`config.mk`:
```
export PLATFORM = sky130hd
export DESIGN_NAME = sfc_device_flat
export DESIGN_NICKNAME = d
export VERILOG_FILES = /design/src/rtl/sfc_pkg.sv /design/src/rtl/sfc_link_if.sv /design/src/rtl/sfc_device.sv /design/src/flat_wrapper.sv
export SDC_FILE = /design/constraint.sdc
export NUM_CORES = 1
export LEC_CHECK = 0
export BUFFER_PORTS_ARGS = -buffer_cell sky130_fd_sc_hd__buf_2
export CAP_MARGIN = 25
export CORE_MARGIN = 2
export CORE_UTILIZATION = 50
export CTS_CLUSTER_SIZE = 8
export DETAILED_ROUTE_END_ITERATION = 10
export GPL_TIMING_DRIVEN = 0
export PLACE_DENSITY = 0.68
export SYNTH_ARGS = -nofsm -noshare
export SYNTH_HDL_FRONTEND = slang
export SYNTH_SLANG_ARGS = --single-unit
```
`constraint.sdc`:
```
create_clock -name core_clk_i -period 3.4 [get_ports core_clk_i]
set_input_delay 0.34 -clock core_clk_i [delete_from_list [all_inputs] [get_ports core_clk_i]]
set_output_delay 0.34 -clock core_clk_i [all_outputs]
set_load 0.02 [all_outputs]
```
`src/rtl/sfc_pkg.sv`:
```
package sfc_pkg;
    // frame geometry
    localparam int FRAME_BITS      = 16;
    localparam int RESULT_BITS     = 14;
    localparam int RESULT_LSB_POS  = 2;
    localparam int INIT_MIN_EDGES  = 1;
    localparam int INIT_MAX_EDGES  = 8;
    localparam int SAMPLE_START    = 5;
    localparam int SAMPLE_LEN      = 20;
    localparam int CONV_START_EDGE = 24;
    localparam int TRISTATE_RISE   = 17;
    localparam int CONV_OSC_CLKS   = 20;
    localparam logic [15:0] MARKER_WORD  = 16'h3fc0;
    localparam logic [13:0] RESULT_RESET = 14'h0000;
    // conversion time and internal oscillator
    localparam real CONV_MAX_US    = 2.67;
    localparam real OSC_MIN_MHZ    = 7.5;
    localparam real OSC_MAX_MHZ    = 12.0;
    localparam real CORE_MHZ       = 50.0;
    localparam int  OSC_DIV        = 5;  // 10 MHz, inside the allowed range
    localparam int  CONV_CYCLES    = CONV_OSC_CLKS * OSC_DIV;
    localparam int  CONV_MAX_CYC   = int'($floor(CONV_MAX_US * CORE_MHZ));
    // host serial clock divider: 50 MHz / (2*4) = 6.25 MHz
    localparam int  SCLK_HALF      = 4;
    localparam int  HOST_EDGES     = 24;
    localparam int  CS_HIGH_CYC    = 8;  // at least half a serial period

    typedef enum logic [1:0] {
        SFC_MODE_CS   = 2'b00,
        SFC_MODE_FS   = 2'b01,
        SFC_MODE_BOTH = 2'b10
    } sfc_mode_t;
endpackage : sfc_pkg

```
`src/rtl/sfc_link_if.sv`:
```
`timescale 1ns/10ps
interface sfc_link_if;
    logic sclk;
    logic cs_n;
    logic frame_sync_in;
    logic serial_out;
    logic serial_out_oe;

    modport device (
        input  sclk,
        input  cs_n,
        input  frame_sync_in,
        output serial_out,
        output serial_out_oe
    );
    modport host (
        output sclk,
        output cs_n,
        output frame_sync_in,
        input  serial_out,
        input  serial_out_oe
    );
endinterface : sfc_link_if

```
`src/rtl/sfc_device.sv`:
```
`timescale 1ns/10ps
// Functional notes
// - host runs one init cycle after power-on
// - init: one to eight falls, cs rises
// - marker 3fc0 follows valid init
// - init may start/end on frame sync
// - sampling spans 20 clocks from fifth
// - conversion starts after 24th falling edge
// - cs release never aborts conversion
// - conversion done within 2.67 us
// - conversion takes 20 oscillator clocks
// - host waits for conversion before next frame
// - cut conversion gives marker next frame
// - output is previous frame's sample
// - 16 bits msb first, result in 15:2
// - tristate at 17th rise or cs rise
// - cs falling presents msb, cs-only mode
// - data changes on rising serial edge
// - fs rising presents msb, fs-only mode
// - both mode: msb on fs rise, sample on fall
// - control edges accepted at any clock level
// - cs high half a period between frames
// - cs held low for 24 falling edges
// - results unipolar straight binary
// - power down after conversion, wake on frame
module sfc_device
    import sfc_pkg::*;
#(
    parameter sfc_mode_t MODE = SFC_MODE_CS
)(
    input  wire logic                   core_clk_i,
    input  wire logic                   rst_n_i,
    sfc_link_if.device                  link,
    input  wire logic [RESULT_BITS-1:0] analog_code_i,
    input  wire logic                   analog_valid_i,
    output logic                        analog_ready_o,
    output logic                        powered_down_o,
    output logic                        converting_o,
    output logic                        sampling_o
);
    // link pins come from another domain: two flops first
    logic [1:0] sclk_sync_reg;
    logic [1:0] cs_sync_reg;
    logic [1:0] fs_sync_reg;
    logic       sclk_d_reg;
    logic       cs_d_reg;
    logic       fs_d_reg;

    always_ff @(posedge core_clk_i or negedge rst_n_i)
    begin
        if (!rst_n_i)
        begin
            sclk_sync_reg <= 2'h0;
            cs_sync_reg   <= 2'h3;
            fs_sync_reg   <= 2'h3;
            sclk_d_reg    <= 1'b0;
            cs_d_reg      <= 1'b1;
            fs_d_reg      <= 1'b1;
        end
        else
        begin
            sclk_sync_reg <= {sclk_sync_reg[0], link.sclk};
            cs_sync_reg   <= {cs_sync_reg[0], link.cs_n};
            fs_sync_reg   <= {fs_sync_reg[0], link.frame_sync_in};
            sclk_d_reg    <= sclk_sync_reg[1];
            cs_d_reg      <= cs_sync_reg[1];
            fs_d_reg      <= fs_sync_reg[1];
        end
    end

    logic sclk_s, cs_s, fs_s;
    logic sclk_rise, sclk_fall, cs_fall, cs_rise, fs_rise, fs_fall;
    assign sclk_s    = sclk_sync_reg[1];
    assign cs_s      = cs_sync_reg[1];
    assign fs_s      = fs_sync_reg[1];
    assign sclk_rise = sclk_s & ~sclk_d_reg;
    assign sclk_fall = ~sclk_s & sclk_d_reg;
    assign cs_fall   = ~cs_s & cs_d_reg;
    assign cs_rise   = cs_s & ~cs_d_reg;
    assign fs_rise   = fs_s & ~fs_d_reg;
    assign fs_fall   = ~fs_s & fs_d_reg;

    // frame boundaries per framing mode; control edges are sampled by the
    // core clock, so the serial clock level at that moment does not matter
    logic frame_start, present_msb, count_start, frame_end, init_start;
    always_comb
    begin
        frame_start = 1'b0;
        present_msb = 1'b0;
        count_start = 1'b0;
        frame_end   = 1'b0;
        init_start  = 1'b0;
        case (MODE)
            SFC_MODE_CS:
            begin
                frame_start = cs_fall & fs_s;
                present_msb = frame_start;
                count_start = frame_start;
                frame_end   = cs_rise;
            end
            SFC_MODE_FS:
            begin
                frame_start = fs_rise & ~cs_s;
                present_msb = frame_start;
                count_start = fs_fall & ~cs_s;
                frame_end   = cs_rise;
                init_start  = fs_fall & ~cs_s;
            end
            default:
            begin
                frame_start = (fs_rise & ~cs_s) | cs_fall;
                present_msb = fs_rise & ~cs_s;
                count_start = fs_fall & ~cs_s;
                frame_end   = cs_rise;
                init_start  = fs_fall & ~cs_s;
            end
        endcase
    end

    // frame counters of serial clock edges
    logic       active_reg;
    logic [5:0] fall_cnt_reg;
    logic [5:0] rise_cnt_reg;
    logic       counting_reg;
    logic       init_edge_reg;  // a window may end by fs rising
    logic       fs_end;
    assign fs_end = init_edge_reg & fs_rise;

    always_ff @(posedge core_clk_i or negedge rst_n_i)
    begin
        if (!rst_n_i)
        begin
            active_reg    <= 1'b0;
            counting_reg  <= 1'b0;
            fall_cnt_reg  <= 6'h00;
            rise_cnt_reg  <= 6'h00;
            init_edge_reg <= 1'b0;
        end
        else if (count_start | (frame_start & MODE == SFC_MODE_CS))
        begin
            active_reg    <= 1'b1;
            counting_reg  <= 1'b1;
            fall_cnt_reg  <= 6'h00;
            rise_cnt_reg  <= 6'h00;
            init_edge_reg <= init_start;
        end
        else if (frame_end | fs_end)
        begin
            active_reg    <= 1'b0;
            counting_reg  <= 1'b0;
            init_edge_reg <= 1'b0;
        end
        else if (counting_reg)
        begin
            if (sclk_fall && fall_cnt_reg != 6'h3f)
                fall_cnt_reg <= fall_cnt_reg + 6'h01;
            if (sclk_rise && rise_cnt_reg != 6'h3f)
                rise_cnt_reg <= rise_cnt_reg + 6'h01;
            if (sclk_fall && fall_cnt_reg == 6'(CONV_START_EDGE - 1))
                counting_reg <= 1'b0;
        end
    end

    // a short framed window counts as an init cycle
    logic init_hit;
    assign init_hit = (frame_end | fs_end) & active_reg &
                      fall_cnt_reg >= 6'(INIT_MIN_EDGES) &
                      fall_cnt_reg <= 6'(INIT_MAX_EDGES);

    // sampling window: fifth clock through the 24th
    assign sampling_o = counting_reg &
                        fall_cnt_reg >= 6'(SAMPLE_START - 1) &
                        fall_cnt_reg < 6'(SAMPLE_START - 1 + SAMPLE_LEN);
    logic conv_go;
    assign conv_go = counting_reg & sclk_fall &
                     fall_cnt_reg == 6'(CONV_START_EDGE - 1);

    // conversion on the internal oscillator, unaffected by cs release
    logic [7:0]             conv_cnt_reg;
    logic                   conv_reg;
    logic [RESULT_BITS-1:0] sample_reg;
    logic [FRAME_BITS-1:0]  next_word_reg;
    logic                   pd_reg;

    always_ff @(posedge core_clk_i or negedge rst_n_i)
    begin
        if (!rst_n_i)
        begin
            conv_reg      <= 1'b0;
            conv_cnt_reg  <= 8'h00;
            sample_reg    <= RESULT_RESET;
            next_word_reg <= MARKER_WORD;
            pd_reg        <= 1'b1;
        end
        else
        begin
            if (frame_start)
                pd_reg <= 1'b0;
            if (init_hit)
                next_word_reg <= MARKER_WORD;
            if (frame_start & conv_reg)
            begin
                conv_reg      <= 1'b0;
                next_word_reg <= MARKER_WORD;
            end
            else if (conv_go)
            begin
                conv_reg     <= 1'b1;
                conv_cnt_reg <= 8'h00;
                sample_reg   <= analog_code_i;
            end
            else if (conv_reg)
            begin
                conv_cnt_reg <= conv_cnt_reg + 8'h01;
                if (conv_cnt_reg == 8'(CONV_CYCLES - 1))
                begin
                    conv_reg      <= 1'b0;
                    pd_reg        <= 1'b1;
                    next_word_reg <= {sample_reg,
                        {RESULT_LSB_POS{1'b0}}};
                end
            end
        end
    end
    assign converting_o   = conv_reg;
    assign powered_down_o = pd_reg;
    assign analog_ready_o = conv_go;

    // output shifter: msb presented on present_msb (fs rise only in both mode), shifts on rises
    logic [FRAME_BITS-1:0] shift_reg;
    logic                  oe_reg;
    always_ff @(posedge core_clk_i or negedge rst_n_i)
    begin
        if (!rst_n_i)
        begin
            shift_reg <= 16'h0000;
            oe_reg    <= 1'b0;
        end
        else if (present_msb)
        begin
            shift_reg <= next_word_reg;
            oe_reg    <= 1'b1;
        end
        else if (cs_rise | (~active_reg & cs_s))
            oe_reg <= 1'b0;
        else if (oe_reg & sclk_rise)
        begin
            if (rise_cnt_reg == 6'(TRISTATE_RISE - 1))
                oe_reg <= 1'b0;
            // the msb must still stand at the first fall, so rise one holds
            else if (rise_cnt_reg != 6'h00)
                shift_reg <= {shift_reg[FRAME_BITS-2:0], 1'b0};
        end
    end
    assign link.serial_out    = shift_reg[FRAME_BITS-1];
    assign link.serial_out_oe = oe_reg;
endmodule : sfc_device

```
`src/flat_wrapper.sv`:
```
// flat-port wrapper written by rule: the top's interface ports become plain ports
module sfc_device_flat import sfc_pkg::*;
#(
    parameter sfc_mode_t MODE = SFC_MODE_CS
)
  (core_clk_i, rst_n_i, analog_code_i, analog_valid_i, analog_ready_o, powered_down_o, converting_o, sampling_o, link_sclk, link_cs_n, link_frame_sync_in, link_serial_out, link_serial_out_oe);
  sfc_link_if link_i ();
  input  wire logic core_clk_i;
  input  wire logic rst_n_i;
  input  wire logic [RESULT_BITS-1:0] analog_code_i;
  input  wire logic analog_valid_i;
  output logic analog_ready_o;
  output logic powered_down_o;
  output logic converting_o;
  output logic sampling_o;
  input wire logic [$bits(link_i.sclk)-1:0] link_sclk;
  input wire logic [$bits(link_i.cs_n)-1:0] link_cs_n;
  input wire logic [$bits(link_i.frame_sync_in)-1:0] link_frame_sync_in;
  output wire logic [$bits(link_i.serial_out)-1:0] link_serial_out;
  output wire logic [$bits(link_i.serial_out_oe)-1:0] link_serial_out_oe;
  assign link_i.sclk = link_sclk;
  assign link_i.cs_n = link_cs_n;
  assign link_i.frame_sync_in = link_frame_sync_in;
  assign link_serial_out = link_i.serial_out;
  assign link_serial_out_oe = link_i.serial_out_oe;
  sfc_device #(.MODE(MODE)) u_core (.core_clk_i(core_clk_i), .rst_n_i(rst_n_i), .link(link_i), .analog_code_i(analog_code_i), .analog_valid_i(analog_valid_i), .analog_ready_o(analog_ready_o), .powered_down_o(powered_down_o), .converting_o(converting_o), .sampling_o(sampling_o));
endmodule
```
# == Word-level counts from Yosys, hierarchy flattened ==
# Cells that the tools add are included.
# word_totals
reg_bits,81
elab_cells,118
# op_classes
n_addsub,3
order_cmp,4
eq_ne,8
n_mux,40
bitwise_logic,26
reduce_logical,19
# op_table
cell,n
$mux 16,10
$mux 6,8
$mux 1,20
$and 1x1->1,17
$mux 8,2
$reduce_bool 2->1,7
$add 6x1->6 const B,2
$eq 6x5->1 const B,2
$ne 6x6->1 const B,2
$add 8x1->8 const B,1
$eq 8x7->1 const B,1
$not 1->1,7
$ge 6x1->1 const B,1
$ge 6x3->1 const B,1
$le 6x4->1 const B,1
$lt 6x5->1 const B,1
$ne 2x1->1 const B,3
$reduce_and 2->1,3
$reduce_and 3->1,2
$reduce_bool 3->1,2
$reduce_bool 6->1,1
$reduce_and 4->1,1
$logic_and 1x1->1,3
$or 1x1->1,2

# == Longest topological paths before layout ==
# Gate-level depths: netlist of run 1.
# logic_depth
word_depth,12
mapped_depth,8
ltp_nobuf,6

# == Worst setup path before layout of run 1 ==
# Ideal clock, no wire load.
# synth_path
path_kind,register to output
from,reg u_core.fall_cnt_reg[2]
to,out sampling_o
t_arrival_ns,1.726
required_ns,3.060
setup_slack_ns,1.334
path_stages_with_launch,4
path_buffers,1
cell_sequence,dfrtp_1 -> clkbuf_1 -> nor3_1 -> a2111oi_0
# synth_between
elab_chain_cells,3
# synth_lines
item,line_no,rtl
from (decl),sfc_device.sv:122,logic [5:0] fall_cnt_reg;
from (signal assigned),sfc_device.sv:156,fall_cnt_reg <= fall_cnt_reg + 6'h01;
$ge 6x3->1,sfc_device.sv:172,fall_cnt_reg >= 6'(SAMPLE_START - 1) &
$and 1x1->1,sfc_device.sv:171,assign sampling_o = counting_reg &
$and 1x1->1 (*),sfc_device.sv:172,
to (decl),flat_wrapper.sv:15,output logic sampling_o;
# Every way passes the cells marked *; elsewhere a longest branch is shown, timed or not.

# == Final worst setup path of run 1 ==
# layout_path
from,reg u_core.fall_cnt_reg[0]
to,out analog_ready_o
# layout_between
elab_chain_cells,2
# layout_lines
item,line_no,rtl
$eq 6x5->1,sfc_device.sv:176,fall_cnt_reg == 6'(CONV_START_EDGE - 1);
$and 1x1->1,sfc_device.sv:175,assign conv_go = counting_reg & sclk_fall &
to (decl),flat_wrapper.sv:12,output logic analog_ready_o;
# Every way passes these cells.

==> impl_metrics.yaml, run 1 <==
sta:
  fmax_ghz: 0.3848
  hold_viol: 0
  min_period_ns: 2.599
  rsz0062_at_grt: "no"
  timing.hold.ws_ns: 0.07816
  tns_ns: 0
  finalCritPeriodShare: 0.7644
  fin_skew_ns: 0.01466
  max-slew-margin-rel: 0.5097
  finalMaxSlewViolations: 0
  setup_violations: 0
  tightest_slew_ns: 0.7355
layout:
  num-nets-final: 417
  fin_util: 0.5865
  fill_cells: 643
  syn2layout_area_growth_pct: 12.69
  final_common_cell: "dfrtp_1"
  most-common-layout-cells: "dfrtp_1 (65), nand2_1 (31), buf_2 (29), o21ai_0 (22), inv_1 (19)"
  drive_above_1_share: 0.2177
  antennaDiodeCount: 0
synthesis:
  postSynthCellCount: 353
  synth_top_flop_cell: "dfrtp_1"
  yosysWarningCount: 0
  synthArstFlopShare: 1.000
  avgSynthCellArea_um2: 10.75
  synth_fp_nets: 380
  synthesis.area_um2: 3795
  synth_cell_types: 54
  synth_edf_count: 0
  ys_seq_area_frac: 0.5256
  yosys.area.top_type: "dfrtp_1"
  synth.top_cell.area_share: 0.4286
  synth_area_leaders: "dfrtp_1 (43%), dfstp_2 (9.7%), mux2i_1 (4.7%), mux2_2 (4.2%), nand2_1 (3.1%)"
  synth_seq_cells: 79
floorplanning:
  rows: 31
  start_util: 0.5204
  dieArea_um2: 8303
  core_um2: 7292
  fp.dieH_um: 91.12
  io_pins: 26
  die_w_um: 91.12
routing:
  routedWlPerCell_um: 16.85
  num_vias: 2907
  firstDrtPassIters: 4
  ant_nets: 0
  wl_um: 8324
  remaining_drc_errors: 0
  drt-initial-drc-count: 202
  viasPerCell: 5.885
setup_path:
  crit_start: "u_core.fall_cnt_reg[0]"
  slowest_delay_ns: 0.47
  ff2ff_setup_slack_ns: 0.96
  arrival_ns: 2.26
  critical-path-top-delay-family: "buffers and inverters"
  worstSetupPathDepth: 7
  crit_path_end_kind: "output pin"
  critPathSlowestCell: "dfrtp_1"
  crit_fanout: 10
  worstPathCellList: "ha_1 -> nand4b_1 -> or2_1 -> buf_2 -> buf_1 -> inv_1 -> buf_2"
  crit_path_end: "analog_ready_o"
  r2r-end: "u_core.next_word_reg[13]"
  criticalPathCategory: "reg2out"
  rr_worst_depth: 6
  start_kind: "register"
  cpMostUsedCell: "buf_2"
  worstPathRequired_ns: 3.06
  path_buf_inv: 4
  r2r_start: "u_core.fall_cnt_reg[1]"
global_routing:
  antenna_found_initial: 0
  track_usage: 0.2136
  grt_max_degree: 61
  grt_pass1_vias: 2822
  grt_overflow: 0
  grt_pass1_wl_um: 14120
pwr:
  p_per_area_nw_per_um2: 489.4
  max-vdd-ir-drop_uv: 185.4
  leakagePower_nw: 1.923
clock_network:
  cts_root_buf: "clkbuf_8"
  cts_max_path_buffers: 2
  numCtsBuffers: 9
  htree_levels: 3
  cts_num_sinks: 79
  cts_tree: "done"
  worstSkewPairLatency_ns: 0.36
  clk_pin_slew_ns: 0.09
  cts_resized: 0
placed_design:
  place_congestion: 0.8338
  dpl.hpwl_um: 5668
  port_buffers: 24
hold_path:
  hold_class: "in2reg"
run_status:
  status: "finished clean"
flow_run:
  maxCapViolCount: 0
==> worst min path at each step <==
stage,start,endpoint,slack [ns],cells past startpoint
finish,link_cs_n,u_core.cs_sync_reg[0],0.08,1
global route,link_frame_sync_in,u_core.fs_sync_reg[0],0.06,1
floorplan,rst_n_i,u_core.active_reg,0.04,0
detailed placement,rst_n_i,u_core.shift_reg[2],0.25,1
CTS,link_frame_sync_in,u_core.fs_sync_reg[0],0.06,1
global placement,u_core.sclk_sync_reg[0],u_core.sclk_sync_reg[1],0.33,0
==> routing by layer <==
metal  share of wire  up-vias  GRT usage
li1                -     1366          -
met1            0.49     1464     0.3210
met2            0.45       63     0.2994
met3           0.042       14    0.04564
met4           0.016        0    0.08712
met5               0        -          0
==> power breakdown <==
part	leakage, nW	internal, mW	switching [mW]
Sequential	1.03	1.06	0.0717
Combinational	0.791	0.109	0.141
Clock	0.0981	0.355	0.356
Total	1.92	1.52	0.569
==> worst register-to-register path, delay by kind of cell, from the launching register on <==
family | cells | cell delay (ns)
compound gates | 3 | 1.16
fa+ha+maj | 1 | 0.19
buf+inv | 2 | 0.52
flops | 1 | 0.47
==> area by class of cell <==
class	instances	area, µm²	area share
Sequential cell	79	1994	0.4664
Multi-Input combinational cell	232	1620	0.3789
Timing Repair Buffer	26	160.2	0.03745
Clock buffer	10	137.6	0.03218
Tap cell	99	123.9	0.02896
Buffer	23	108.9	0.02545
Inverter	19	71.32	0.01668
Clock inverter	6	60.06	0.01404
==> Yosys cell counts (all sizes together), types with 3 or more instances <==
library cell	number
o41ai	3
nor3	4
nand2	31
nor2b	6
nand4	5
a21oi	10
o31ai	5
clkbuf	11
mux2	14
mux2i	18
a31oi	17
buf	12
ha	7
a22oi	8
a32o	8
inv	19
nor2	11
nand3	11
or3	3
o211ai	3
nand2b	5
dfrtp	65
and3	9
dfstp	14
o21ai	24
==> repair_timing <==
action | in CTS | in global routing
setup buffers | 0 | 0
endpoints found under the hold margin | 19 | 0
endpoints found under the setup margin | 0 | 0
hold buffers | 1 | 0
==> stage by stage <==
stage / worst slack [ns] / area (µm²) / total power [mW] / std cells
2_1_floorplan: 1.334 / 3795 / 1.295 / 353
3_3_place_gp: 1.063 / 4039 / 1.380 / 476
3_5_place_dp: 1.031 / 4069 / 1.396 / 477
4_1_cts: 0.8000 / 4277 / 2.103 / 494
5_1_grt: 0.6130 / 4277 / 2.194 / 494
6_report: 0.8012 / 4277 / 2.093 / 494
==> cells by family after synthesis <==
family	count (synthesis)	share of synthesized area
flops	79	0.5256
simple gates	98	0.1388
xor+xnor	2	0.004617
compound gates	93	0.1715
mux	32	0.08902
buf+inv	42	0.04748
fa+ha+maj	7	0.02308
Power figures use the tool's default switching activity.
==> run 2: changes to the inputs <==
--- a/config.mk
+++ b/config.mk
@@ -12,7 +12,7 @@
 export CTS_CLUSTER_SIZE = 8
 export DETAILED_ROUTE_END_ITERATION = 10
 export GPL_TIMING_DRIVEN = 0
-export PLACE_DENSITY = 0.68
+export PLACE_DENSITY = 0.71
 export SYNTH_ARGS = -nofsm -noshare
 export SYNTH_HDL_FRONTEND = slang
 export SYNTH_SLANG_ARGS = --single-unit
==> constraint.sdc (replaced) <==
create_clock -name core_clk_i -period 2.1 [get_ports core_clk_i]
set_input_delay 0.21 -clock core_clk_i [delete_from_list [all_inputs] [get_ports core_clk_i]]
set_output_delay 0.21 -clock core_clk_i [all_outputs]
set_load 0.02 [all_outputs]
==> impl_metrics.yaml, run 2 (synthesis gave the netlist of run 1 again) <==
run_status:
  status: "finished clean"
floorplanning:
  fp.dieH_um: 91.12
  rows: 31
  dieArea_um2: 8303
  core_um2: 7292
  io_pins: 26
  die_w_um: 91.12
  start_util: 0.5204
clock_network:
  worstSkewPairLatency_ns: 0.35
  cts_root_buf: "clkbuf_8"
  cts_max_path_buffers: 2
  numCtsBuffers: 9
  cts_num_sinks: 79
  htree_levels: 3
  cts_tree: "done"
  clk_pin_slew_ns: 0.09
sta:
  setup_slack_ns: 0.1002
  tns_ns: 0
  setup_violations: 0
  finalMaxSlewViolations: 0
  hold_viol: 0
  min_period_ns: 2.000
  tightest_slew_ns: 0.5627
  finalCritPeriodShare: 0.9523
  fin_skew_ns: 0.01241
  timing.hold.ws_ns: 0.09045
  fmax_ghz: 0.5000
  max-slew-margin-rel: 0.6209
pwr:
  p_per_area_nw_per_um2: 746.3
  p_int_mw: 2.370
  max-vdd-ir-drop_uv: 425.7
  p_sw_frac: 0.2913
  switchingPower_mw: 0.9739
  power.share.sequential: 0.548
  combinationalPowerShare: 0.138
  leakagePower_nw: 2.011
  clkPwrFrac: 0.314
layout:
  drive_above_1_share: 0.2787
  fin_cells: 508
  final_common_cell: "dfrtp_1"
  fin_util: 0.6144
  fill_cells: 617
  num-nets-final: 431
  syn2layout_area_growth_pct: 18.07
  most-common-layout-cells: "dfrtp_1 (61), nand2_1 (31), buf_2 (24), o21ai_0 (22)"
  antennaDiodeCount: 0
global_routing:
  track_usage: 0.2042
  grt_pass1_wl_um: 13570
  grt_overflow: 0
  antenna_found_initial: 0
  grt_pass1_vias: 2775
  grt_max_degree: 67
setup_path:
  criticalPathCategory: "reg2out"
  crit_fanout: 10
  worstPathCellList: "ha_4 -> nand4b_1 -> or2_1 -> buf_6 -> buf_8 -> inv_1 -> buf_6"
  worstPathRequired_ns: 1.89
  cpMostUsedCell: "buf_6"
  crit_start: "u_core.fall_cnt_reg[0]"
  rr_worst_depth: 6
  path_buf_inv: 4
  crit_path_end_kind: "output pin"
  critPathSlowestCell: "dfrtp_2"
  worstSetupPathDepth: 7
  r2r_start: "u_core.rise_cnt_reg[0]"
  critical-path-top-delay-family: "buffers and inverters"
  start_kind: "register"
  arrival_ns: 1.79
  slowest_delay_ns: 0.43
routing:
  top_layer_used: "met4"
  drt-initial-drc-count: 177
  met3_wirelength_um: 272
  wl_um: 8335
  ant_nets: 0
  num_vias: 2909
  routedWlPerCell_um: 16.41
  viasPerCell: 5.726
  remaining_drc_errors: 0
  wl_met2_um: 3988
  wl_met1_um: 4044
  firstDrtPassIters: 4
placed_design:
  dp.cells: 477
  place_ws_ns: -0.2454
  port_buffers: 24
  dpl.hpwl_um: 5614
  place_congestion: 0.8093
hold_path:
  hold_class: "in2reg"
  hp-start: "analog_code_i[1]"
  holdPathStages: 2
flow_run:
  maxCapViolCount: 0
## run 2: repair_timing
item,4_1_cts,5_1_grt
endpoints found under the hold margin,16,0
gates resized for setup,14,20
endpoints found under the setup margin,49,31
hold buffers,4,0
setup buffers,2,12
pin swaps,2,5
## run 2: per-stage QoR
step	area (µm²)	total power [mW]
floorplan	3795	2.097
detailed placement	4069	2.262
CTS	4335	3.335
finish	4481	3.344
global route	4481	3.521
global placement	4039	2.227
## run 2: area by class of cell
type	instances	area (µm²)	share of cell area
flip-flops and latches	79	1999	0.4462
well taps	99	123.9	0.02765
clock buffers	9	123.9	0.02765
multi-input cells	232	1670	0.3728
plain buffers	20	133.9	0.02988
repair buffers	43	301.5	0.06730
inverters	19	71.32	0.01592
clock inverters	7	56.30	0.01257
## run 2: per-layer routing
layer / track usage / vias up
met5: 0 / -
met4: 0.05682 / 0
met3: 0.04730 / 2
met2: 0.3074 / 47
met1: 0.2977 / 1464
li1: - / 1396
## run 2: power groups by stage
stage	logic [mW]	registers [mW]	clock network, mW
detailed placement	0.408	1.85	0
finish	0.462	1.83	1.05
floorplan	0.274	1.82	0
global placement	0.381	1.85	0
global route	0.522	1.85	1.15
CTS	0.427	1.83	1.08
## run 2: path summary, 6_finish.rpt
| check | slack [ns] | to |
|---|---|---|
| setup / recovery | 0.10 | analog_ready_o |
| hold / removal | 0.09 | u_core.sample_reg[1] |
| setup reg to reg | 0.10 | u_core.shift_reg[2] |
| hold reg to reg | 0.36 | u_core.sclk_sync_reg[1] |
| max in group asynchronous | 1.23 | u_core.next_word_reg[13] |
| min in group asynchronous | 0.26 | u_core.fall_cnt_reg[0] |
